--- src/design/mode_config_defs.vh ---
// Constants of the reset mode and feature configuration block.
// Assumes a single clk domain and a plain strobe register port.
`ifndef MODE_CONFIG_DEFS_VH
`define MODE_CONFIG_DEFS_VH

// Register offsets
`define CFG_OFFSET 8'h00
`define STAT_OFFSET 8'h04

// Configuration word fields
`define CFG_LOCK_BIT 31
`define CFG_SLOW_BIT 30
`define CFG_REFILL_BIT 29
`define CFG_FPINT_HI 28
`define CFG_FPINT_LO 26
`define CFG_HALT_BIT 25
`define CFG_RF_BIT 24
`define CFG_ALT_BIT 23

// Float interrupt pin reset value and largest accepted value
`define FPINT_RESET 3'h3
`define FPINT_MAX 3'h5

// Strap pin positions
`define STRAP_COHERENT 5
`define STRAP_UNITY 4
`define STRAP_HALF_BUS 3
`define STRAP_REFILL 2
`define STRAP_TRISTATE 1
`define STRAP_BYTE_ORDER 0

// Status word fields
`define STAT_HALTED_BIT 8
`define STAT_TAKEN_BIT 9

// Timing counts in clk cycles
`define RF_DIVIDE 6'h10
`define GAP_NORMAL 3'h1
`define GAP_SLOW 3'h3

// Cache split in kB
`define ICACHE_KB_RESET 5'h10
`define DCACHE_KB_RESET 5'h04
`define CACHE_KB_ALT 5'h08

`endif

--- src/design/rate_divider.v ---
// Tick divider: emits one tick for every period-th step pulse.
// Assumes period is at least one and changes only between ticks.
`include "mode_config_defs.vh"

module rate_divider (
  // Clock and reset
  input wire clk,
  input wire reset_n,
  // Control
  input wire step,
  input wire [5:0] period,
  // Result
  output wire tick
);

reg [5:0] count_ff;
reg [5:0] nxt_count;

assign tick = step && (count_ff >= period - 6'h01);

always @* begin
  nxt_count = count_ff;
  if (tick) begin
    nxt_count = 6'h00;
  end else if (step) begin
    nxt_count = count_ff + 6'h01;
  end
end

always @(posedge clk or negedge reset_n) begin
  if (!reset_n) begin
    count_ff <= 6'h00;
  end else begin
    count_ff <= nxt_count;
  end
end

endmodule

--- src/design/mode_config.v ---
// Reset mode capture, configuration word, clock ticks, halt, interrupt routing,
// turnaround gap, cache layout, parity and coherency invalidation.
// Assumes board logic holds the interrupt pins steady while reset_n is low
// and clk runs during reset.
`include "mode_config_defs.vh"

module mode_config (
  // Clock and reset
  input wire clk,
  input wire reset_n,
  // Register port
  input wire [7:0] reg_addr,
  input wire [31:0] reg_wdata,
  input wire reg_write,
  input wire reg_read,
  output reg [31:0] reg_rdata,
  // Interrupt pins, active low, also mode straps during reset
  input wire [5:0] int_pins_n,
  // Float unit interrupt request, active high
  input wire float_unit_irq,
  // Interrupts seen by the core, active high
  output reg [5:0] core_irq,
  // Clock ticks
  output wire exec_tick,
  output wire bus_tick,
  output reg exec_stall,
  // Bus turnaround
  input wire read_data_done,
  output wire cpu_drive_ok,
  // Mode outputs
  output reg coherent_dma_en,
  output reg unity_clock_en,
  output reg half_bus_en,
  output reg tristate_test,
  output reg big_endian,
  output reg [2:0] refill_words,
  output reg [4:0] icache_kb,
  output reg [4:0] dcache_kb,
  // Cache parity
  input wire [31:0] cache_data,
  input wire [19:0] cache_tag,
  output reg data_parity,
  output reg tag_parity,
  // Coherency
  input wire dma_write,
  input wire [31:0] dma_addr,
  output reg inval_valid,
  output reg [31:0] inval_addr
);

////////////////////////////////////////////////////////////////////////////////
// Functions

function parity32;
  input [31:0] value;
  begin
    parity32 = ^value;
  end
endfunction

function [5:0] one_hot6;
  input [2:0] index;
  begin
    one_hot6 = 6'h01 << index;
  end
endfunction

////////////////////////////////////////////////////////////////////////////////
// Pin synchroniser, free running so it sees the levels during reset

reg [5:0] pin_meta_ff;
reg [5:0] pin_sync_ff;

always @(posedge clk) begin
  pin_meta_ff <= int_pins_n;
  pin_sync_ff <= pin_meta_ff;
end

////////////////////////////////////////////////////////////////////////////////
// Strap capture at the first edge after reset release

reg [5:0] strap_ff;
reg taken_ff;

always @(posedge clk or negedge reset_n) begin
  if (!reset_n) begin
    strap_ff <= 6'h3f;
    taken_ff <= 1'b0;
  end else if (!taken_ff) begin
    strap_ff <= pin_sync_ff;
    taken_ff <= 1'b1;
  end
end

always @* begin
  coherent_dma_en = !strap_ff[`STRAP_COHERENT];
  unity_clock_en = !strap_ff[`STRAP_UNITY];
  half_bus_en = !strap_ff[`STRAP_HALF_BUS];
  tristate_test = strap_ff[`STRAP_TRISTATE];
  big_endian = strap_ff[`STRAP_BYTE_ORDER];
end

////////////////////////////////////////////////////////////////////////////////
// Configuration word

reg lock_ff;
reg slow_ff;
reg refill_ff;
reg [2:0] fpint_ff;
reg halt_ff;
reg rf_ff;
reg alt_ff;
reg nxt_lock;
reg nxt_slow;
reg nxt_refill;
reg [2:0] nxt_fpint;
reg nxt_halt;
reg nxt_rf;
reg nxt_alt;

wire cfg_write;
wire wake;

assign cfg_write = reg_write && (reg_addr == `CFG_OFFSET) && taken_ff && !lock_ff;

always @* begin
  nxt_lock = lock_ff;
  nxt_slow = slow_ff;
  nxt_refill = refill_ff;
  nxt_fpint = fpint_ff;
  nxt_halt = halt_ff;
  nxt_rf = rf_ff;
  nxt_alt = alt_ff;
  if (!taken_ff) begin
    nxt_refill = pin_sync_ff[`STRAP_REFILL];
    nxt_slow = !pin_sync_ff[`STRAP_HALF_BUS];
  end else begin
    if (wake) begin
      nxt_halt = 1'b0;
    end
    if (cfg_write) begin
      nxt_lock = reg_wdata[`CFG_LOCK_BIT];
      nxt_slow = reg_wdata[`CFG_SLOW_BIT];
      nxt_refill = reg_wdata[`CFG_REFILL_BIT];
      if (reg_wdata[`CFG_FPINT_HI:`CFG_FPINT_LO] <= `FPINT_MAX) begin
        nxt_fpint = reg_wdata[`CFG_FPINT_HI:`CFG_FPINT_LO];
      end
      nxt_halt = reg_wdata[`CFG_HALT_BIT] || (halt_ff && !wake);
      nxt_rf = reg_wdata[`CFG_RF_BIT];
      nxt_alt = reg_wdata[`CFG_ALT_BIT];
    end
  end
end

always @(posedge clk or negedge reset_n) begin
  if (!reset_n) begin
    lock_ff <= 1'b0;
    slow_ff <= 1'b0;
    refill_ff <= 1'b0;
    fpint_ff <= `FPINT_RESET;
    halt_ff <= 1'b0;
    rf_ff <= 1'b0;
    alt_ff <= 1'b0;
  end else begin
    lock_ff <= nxt_lock;
    slow_ff <= nxt_slow;
    refill_ff <= nxt_refill;
    fpint_ff <= nxt_fpint;
    halt_ff <= nxt_halt;
    rf_ff <= nxt_rf;
    alt_ff <= nxt_alt;
  end
end

////////////////////////////////////////////////////////////////////////////////
// Interrupt routing

reg [5:0] nxt_core_irq;
wire [5:0] fp_sel;

assign fp_sel = one_hot6(fpint_ff);
assign wake = |core_irq;

always @* begin
  // The pin that carries the float interrupt is ignored
  nxt_core_irq = ~pin_sync_ff & ~fp_sel;
  if (float_unit_irq) begin
    nxt_core_irq = nxt_core_irq | fp_sel;
  end
  if (!taken_ff) begin
    nxt_core_irq = 6'h00;
  end
end

always @(posedge clk or negedge reset_n) begin
  if (!reset_n) begin
    core_irq <= 6'h00;
  end else begin
    core_irq <= nxt_core_irq;
  end
end

////////////////////////////////////////////////////////////////////////////////
// Execution and bus ticks

wire [5:0] exec_period;
wire [5:0] bus_period;
wire [5:0] base_period;

assign base_period = unity_clock_en ? 6'h01 : 6'h02;
assign exec_period = rf_ff ? (base_period * `RF_DIVIDE) : base_period;
assign bus_period = half_bus_en ? 6'h02 : 6'h01;

rate_divider exec_div (
  .clk(clk),
  .reset_n(reset_n),
  .step(taken_ff),
  .period(exec_period),
  .tick(exec_tick)
);

rate_divider bus_div (
  .clk(clk),
  .reset_n(reset_n),
  .step(exec_tick),
  .period(bus_period),
  .tick(bus_tick)
);

always @(posedge clk or negedge reset_n) begin
  if (!reset_n) begin
    exec_stall <= 1'b0;
  end else begin
    exec_stall <= nxt_halt;
  end
end

////////////////////////////////////////////////////////////////////////////////
// Bus turnaround gap

reg [2:0] gap_ff;
reg [2:0] nxt_gap;

assign cpu_drive_ok = (gap_ff == 3'h0);

always @* begin
  nxt_gap = gap_ff;
  if (read_data_done) begin
    nxt_gap = slow_ff ? `GAP_SLOW : `GAP_NORMAL;
  end else if (gap_ff != 3'h0) begin
    nxt_gap = gap_ff - 3'h1;
  end
end

always @(posedge clk or negedge reset_n) begin
  if (!reset_n) begin
    gap_ff <= 3'h0;
  end else begin
    gap_ff <= nxt_gap;
  end
end

////////////////////////////////////////////////////////////////////////////////
// Cache layout, refill size, parity and coherency

always @* begin
  refill_words = refill_ff ? 3'h4 : 3'h1;
  icache_kb = alt_ff ? `CACHE_KB_ALT : `ICACHE_KB_RESET;
  dcache_kb = alt_ff ? `CACHE_KB_ALT : `DCACHE_KB_RESET;
end

always @(posedge clk or negedge reset_n) begin
  if (!reset_n) begin
    data_parity <= 1'b0;
    tag_parity <= 1'b0;
    inval_valid <= 1'b0;
    inval_addr <= 32'h0;
  end else begin
    data_parity <= parity32(cache_data);
    tag_parity <= parity32({12'h000, cache_tag});
    inval_valid <= dma_write && coherent_dma_en;
    if (dma_write && coherent_dma_en) begin
      inval_addr <= dma_addr;
    end
  end
end

////////////////////////////////////////////////////////////////////////////////
// Register read port

reg [31:0] nxt_rdata;

always @* begin
  nxt_rdata = 32'h0;
  if (reg_read) begin
    case (reg_addr)
      `CFG_OFFSET: begin
        nxt_rdata[`CFG_LOCK_BIT] = lock_ff;
        nxt_rdata[`CFG_SLOW_BIT] = slow_ff;
        nxt_rdata[`CFG_REFILL_BIT] = refill_ff;
        nxt_rdata[`CFG_FPINT_HI:`CFG_FPINT_LO] = fpint_ff;
        nxt_rdata[`CFG_HALT_BIT] = halt_ff;
        nxt_rdata[`CFG_RF_BIT] = rf_ff;
        nxt_rdata[`CFG_ALT_BIT] = alt_ff;
      end
      `STAT_OFFSET: begin
        nxt_rdata[5:0] = strap_ff;
        nxt_rdata[`STAT_HALTED_BIT] = halt_ff;
        nxt_rdata[`STAT_TAKEN_BIT] = taken_ff;
      end
      default: begin
        nxt_rdata = 32'h0;
      end
    endcase
  end
end

always @(posedge clk or negedge reset_n) begin
  if (!reset_n) begin
    reg_rdata <= 32'h0;
  end else begin
    reg_rdata <= nxt_rdata;
  end
end

endmodule

--- config.mk ---
export PLATFORM = sky130hd
export DESIGN_NAME = mode_config
export DESIGN_NICKNAME = d
export VERILOG_FILES = /design/src/design/rate_divider.v /design/src/design/mode_config.v
export VERILOG_INCLUDE_DIRS = /design/src /design/src/design
export SDC_FILE = /design/constraint.sdc
export NUM_CORES = 1
export LEC_CHECK = 0
export BUFFER_PORTS_ARGS = -buffer_cell sky130_fd_sc_hd__buf_2
export CAP_MARGIN = 10
export CORE_UTILIZATION = 36
export CTS_CLUSTER_SIZE = 30
export DETAILED_ROUTE_END_ITERATION = 12
export PLACE_DENSITY = 0.64
export SLEW_MARGIN = 20
export SYNTH_ARGS = -nofsm -noshare
export SYNTH_HDL_FRONTEND = slang
export SYNTH_SLANG_ARGS = --single-unit
--- constraint.sdc ---
create_clock -name clk -period 2.9 [get_ports clk]
set_input_delay 0.145 -clock clk [delete_from_list [all_inputs] [get_ports clk]]
set_output_delay 0.145 -clock clk [all_outputs]
set_load 0.03 [all_outputs]
Yosys cells after proc, flatten, opt, wreduce, memory -nomap -nowiden

Index checks and enable logic that the tools add are counted.

Word-level logic and storage cells: 87
Input bits: 137
Output and inout bits: 95
Register bits: 116

Add/sub/neg operators: 5
Shift-type cells: 1
Multiplexer cells: 25
Equal/unequal tests: 2
Bitwise gates (word level): 4
Reduce and logical (&&, ||, !) cells: 27
Order comparisons: 3

Operators with widths:

| kind                  | count |
|---|---|
| $reduce_xor A32 Y1    | 2 |
| $mux W6               | 8 |
| $mux W32              | 1 |
| $add A6 B1 Y6 const B | 2 |
| $ge A6 B6 Y1          | 2 |
| $not A6 Y6            | 2 |
| $mux W3               | 3 |
| $mux W9               | 1 |
| $eq A8 B3 Y1 const B  | 1 |
| $logic_not A8 Y1      | 1 |
| $mux W2               | 4 |
| $reduce_bool A2 Y1    | 4 |
| $logic_and A1 B1 Y1   | 7 |
| $and A6 B6 Y6         | 1 |
| $logic_not A1 Y1      | 6 |
| $mux W1               | 6 |
| $or A6 B6 Y6          | 1 |
| $reduce_or A6 Y1      | 1 |
| $shl A1 B3 Y6 const A | 1 |
| $sub A6 B1 Y6 const B | 1 |
| $mux W5               | 1 |
| $mux W4               | 1 |
| $reduce_and A2 Y1     | 2 |
| $le A3 B3 Y1 const B  | 1 |
| 7 further kinds       | 7 |

Logic depth before layout (Yosys ltp)

Depth in word-level cells: 7
Mapped depth: 9
Depth with buffers taken out: 9

Hierarchy

Synthesis repeated with hierarchy kept, for this count alone.

Cell total of the unflattened synthesis: 426
Area, all modules: 4,890.9 um2

By module, submodules not included:

| module       | cells an instance | area each (um2) | instances | seq. area each (um2) |
|---|---|---|---|---|
| mode_config  | 312               | 3,834.9         | 1         | 2,177.1 |
| rate_divider | 57                | 528.0           | 2         | 150.1 |

Least setup slack after synthesis

OpenSTA, ideal clock, no wires.

Kind: flip-flop to output port
Start: reg rf_ff
End: out bus_tick
Required time: 2,755 ps
Path buffers: 0
Stages on the path, launching flop included: 8
Data arrival time: 2,194 ps
Path slack: 561 ps
Cells stage by stage: dfrtp_1 or2_2 ha_1 ha_1 a21oi_1 o221ai_2 nand2_1 nor2_1

Word-level cells in the longest chain between the ends: 5

RTL lines:

| element                           | RTL line          | text |
|---|---|---|
| start: declaration                | mode_config.v:111 | `reg rf_ff;` |
| start signal: assignment          | mode_config.v:170 | `rf_ff <= nxt_rf;` |
| $mux W6                           | mode_config.v:211 | `` assign exec_period = rf_ff ? (base_period * `RF_DIVIDE) : base_period; `` |
| $sub A6 B1 Y6                     | rate_divider.v:19 | `assign tick = step && (count_ff >= period - 6'h01);` |
| $ge A6 B6 Y1                      | rate_divider.v:19 |  |
| $logic_and A1 B1 Y1 (2 in series) | rate_divider.v:19 |  |
| end: declaration                  | mode_config.v:25  | `output wire bus_tick,` |

No other way between the ends.

Final worst setup path

Start: reg rf_ff
End: out exec_tick

Word-level cells in the longest chain between the ends: 4

RTL lines:

| element             | RTL line          | text |
|---|---|---|
| $mux W6             | mode_config.v:211 |  |
| $sub A6 B1 Y6       | rate_divider.v:19 |  |
| $ge A6 B6 Y1        | rate_divider.v:19 |  |
| $logic_and A1 B1 Y1 | rate_divider.v:19 |  |
| end: declaration    | mode_config.v:24  | `output wire exec_tick,` |

No other way between the ends.

==> metrics.txt <==
Combinational Power Share=0.290; Layout Cell Area excl Fill=between 5000 and 6000 um2; crit-path max FO=7; Final Setup Violations=0; row count=40; area of placed instances=5570 um2; # Max-Cap Violations=0; Hold WS=between 30 and 40 ps; ys flop type=dfrtp_1; Power, Total=about 4.2 mW; r2r worst-path depth=8; GP Congestion=0.731; Worst Setup Path Type=reg -> out; VDD IR max=0.346 mV; DIE HEIGHT=114 um; post-CTS setup buffers=0; Psw=1.34 mW; static leakage=2.97 nW; largest net degree at the start of global routing=87; WL final=9820 um; overall routing resource usage=0.154; DRT Pass-1 Iters=4; clock sinks=101; Initial DRC Count=84; fmax=0.380 GHz; min Tclk post-route=around 2600 ps; Worst Max-Slew Pin Slew=~760 ps; Avg WL per Cell=13.0 um; die area=13,100 um2; post-synthesis sequential area ratio=0.546; Setup TNS=0 ps; Final nets=729; share of cells above drive strength 1=0.444; worst reg2reg startpoint=rf_ff$_DFFE_PN0P_; r2r endpoint=exec_div.count_ff[0]$_DFFE_PN0P_; Synth Warn #=0; CP Data Required Time=2760 ps; Hold Crit Class=in -> reg; global route overflow=0; Port Buf Inserts=186; DRC Markers=0; Int Power=2.86 mW; CTS Buffer Depth=2; core area=between 10,000 and 15,000 um2; RSZ-0062 raised after global routing=no; switching share of power=0.319; io pins=around 230; Clock power frac=0.300; clock slew at reported path FFs=60 ps; Die W=between 100 and 150 um; CTS tree=built; Post-Syn Area=4540 um2; clock tree root buffer cell=clkbuf_16; ant diodes=0; CTS resizes=0; pwr dens=about 700 nW/um2; first-pass GRT wire length=15,300 um; r2r setup slk=630 ps; clk_skew=6.60 ps; HPWL Detailed=7690 um; final antenna-violating net count=0; count of cell types in the netlist=44; Syn Inst Count=382; outcome=finished, final reports clean; CP startpoint kind=flop; Slew headroom=0.491; Hold Crit Depth=2; Area Growth Syn to Fin=31.9%; Skew-Pair Late Insertion Delay=340 ps; H-tree Lvls=3; final period utilization=0.907; asr flop ratio synth=0.881; vias in the first global route=3,203; Starting Density=0.373; Hold Fails Final Rpt=0; Worst Path Arrival=2490 ps; Slew Viols, Final=0; via/cell ratio=4.48; Post-synth EDFFs=0; initial antenna violation count=0; Vias=3,374; min-delay src=reg_wdata[26]; post-synthesis register bit count=101; Setup crit end kind=primary output; cts bufs inserted=9; Hold Buf Count CTS=9; Endpoint, Worst Hold=fpint_ff[0]$_DFFE_PN1P_; Mean Syn Cell Area=11.9 um2; portion of total power attributed to sequential cells=0.410; Filler Cell Count=1,125
logic make-up after synthesis:
kind of cell | synth area share
xor+xnor | 0.102
flops | 0.546
other cells | 0.00165
simple gates | 0.100
mux | 0.0989
buf+inv | 0.0670
compound gates | 0.0513
fa+ha+maj | 0.0331
synth_stat cells, drive strengths merged (5+ instances only):
library cell	n	area, um2
nor2	23	88.8
dfxtp	12	240
dfrtp	81	2030
o21ai	9	45.0
nand2	19	81.3
inv	19	71.3
clkbuf	8	30.0
nor3	7	35.0
and2	10	62.6
ha	12	150
a21oi	11	58.8
mux2	39	439
dfstp	8	210
xor2	5	43.8
xnor2	48	420
buf	27	203
nand2b	6	37.5
flip-flops by register name (all words and copies together), names as in the netlist:
register           flops
gap_ff                 3
rf_ff                  1
inval_addr            32
exec_div.count_ff      6
inval_valid            1
pin_meta_ff            6
slow_ff                1
lock_ff                1
alt_ff                 1
reg_rdata             17
refill_ff              1
exec_stall             1
fpint_ff               3
core_irq               6
tag_parity             1
strap_ff               6
taken_ff               1
data_parity            1
bus_div.count_ff       6
pin_sync_ff            6
metal layers:
layer  global-route usage  vias up  routed length (um)
li1                     -     1626                   -
met1                0.174     1574                4010
met2                0.281      164                4950
met3               0.0334       10                 729
met4               0.0597        0                 131
met5                    0        -                   0
worst max-delay path by stage:
stage                      startpoint         to  slack, ps  cells after the start
floorplan           rf_ff$_DFFE_PN0P_   bus_tick        560                      7
global placement    rf_ff$_DFFE_PN0P_  exec_tick        660                      8
detailed placement  rf_ff$_DFFE_PN0P_  exec_tick        610                      8
CTS                 rf_ff$_DFFE_PN0P_  exec_tick        230                      8
global route        rf_ff$_DFFE_PN0P_  exec_tick        110                      8
finish              rf_ff$_DFFE_PN0P_  exec_tick        270                      8
layout by cell type, fill, tap and decap left out, drive strengths merged, types with 11 or more instances in the layout:
| master | n |
|---|---|
| dfxtp | 12 |
| ha | 12 |
| clkbuf | 11 |
| mux2 | 39 |
| a21oi | 11 |
| inv | 20 |
| nand2 | 19 |
| conb | 24 |
| nor2 | 23 |
| dfrtp | 81 |
| buf | 190 |
| xnor2 | 48 |
stage by stage:
step           worst slack, ps  utilization  std cells
2_1_floorplan              561            -        404
3_3_place_gp               657        0.458        727
3_5_place_dp               606        0.458        727
4_1_cts                    226        0.491        752
5_1_grt                    108        0.492        753
6_report                   269        0.492        753
power groups by stage:
stage | Clock [mW] | Sequential [mW] | Combinational (mW)
floorplan | 0 | 1.95 | 0.656
global placement | 0 | 1.74 | 1.18
detailed placement | 0 | 1.75 | 1.22
CTS | 1.30 | 1.72 | 1.24
global route | 1.36 | 1.75 | 1.34
finish | 1.26 | 1.72 | 1.22
worst max-delay path, cell delays in order (launching register included):
cell,delay [ps]
dfrtp_1,420
or2_2,330
ha_1,290
ha_1,270
a21oi_1,80
o221ai_2,210
nand2_1,130
inv_1,190
buf_2,230
cell type report:
cell class	instances	area, um2	share of cell area
clock buffers	11	233	0.0389
clock inverters	5	83.8	0.0140
flip-flops and latches	101	2480	0.414
multi-input cells	249	1840	0.308
repair buffers	200	1070	0.178
inverters	19	71.3	0.0119
well taps	168	210	0.0351
Power figures use the tool's default switching activity.
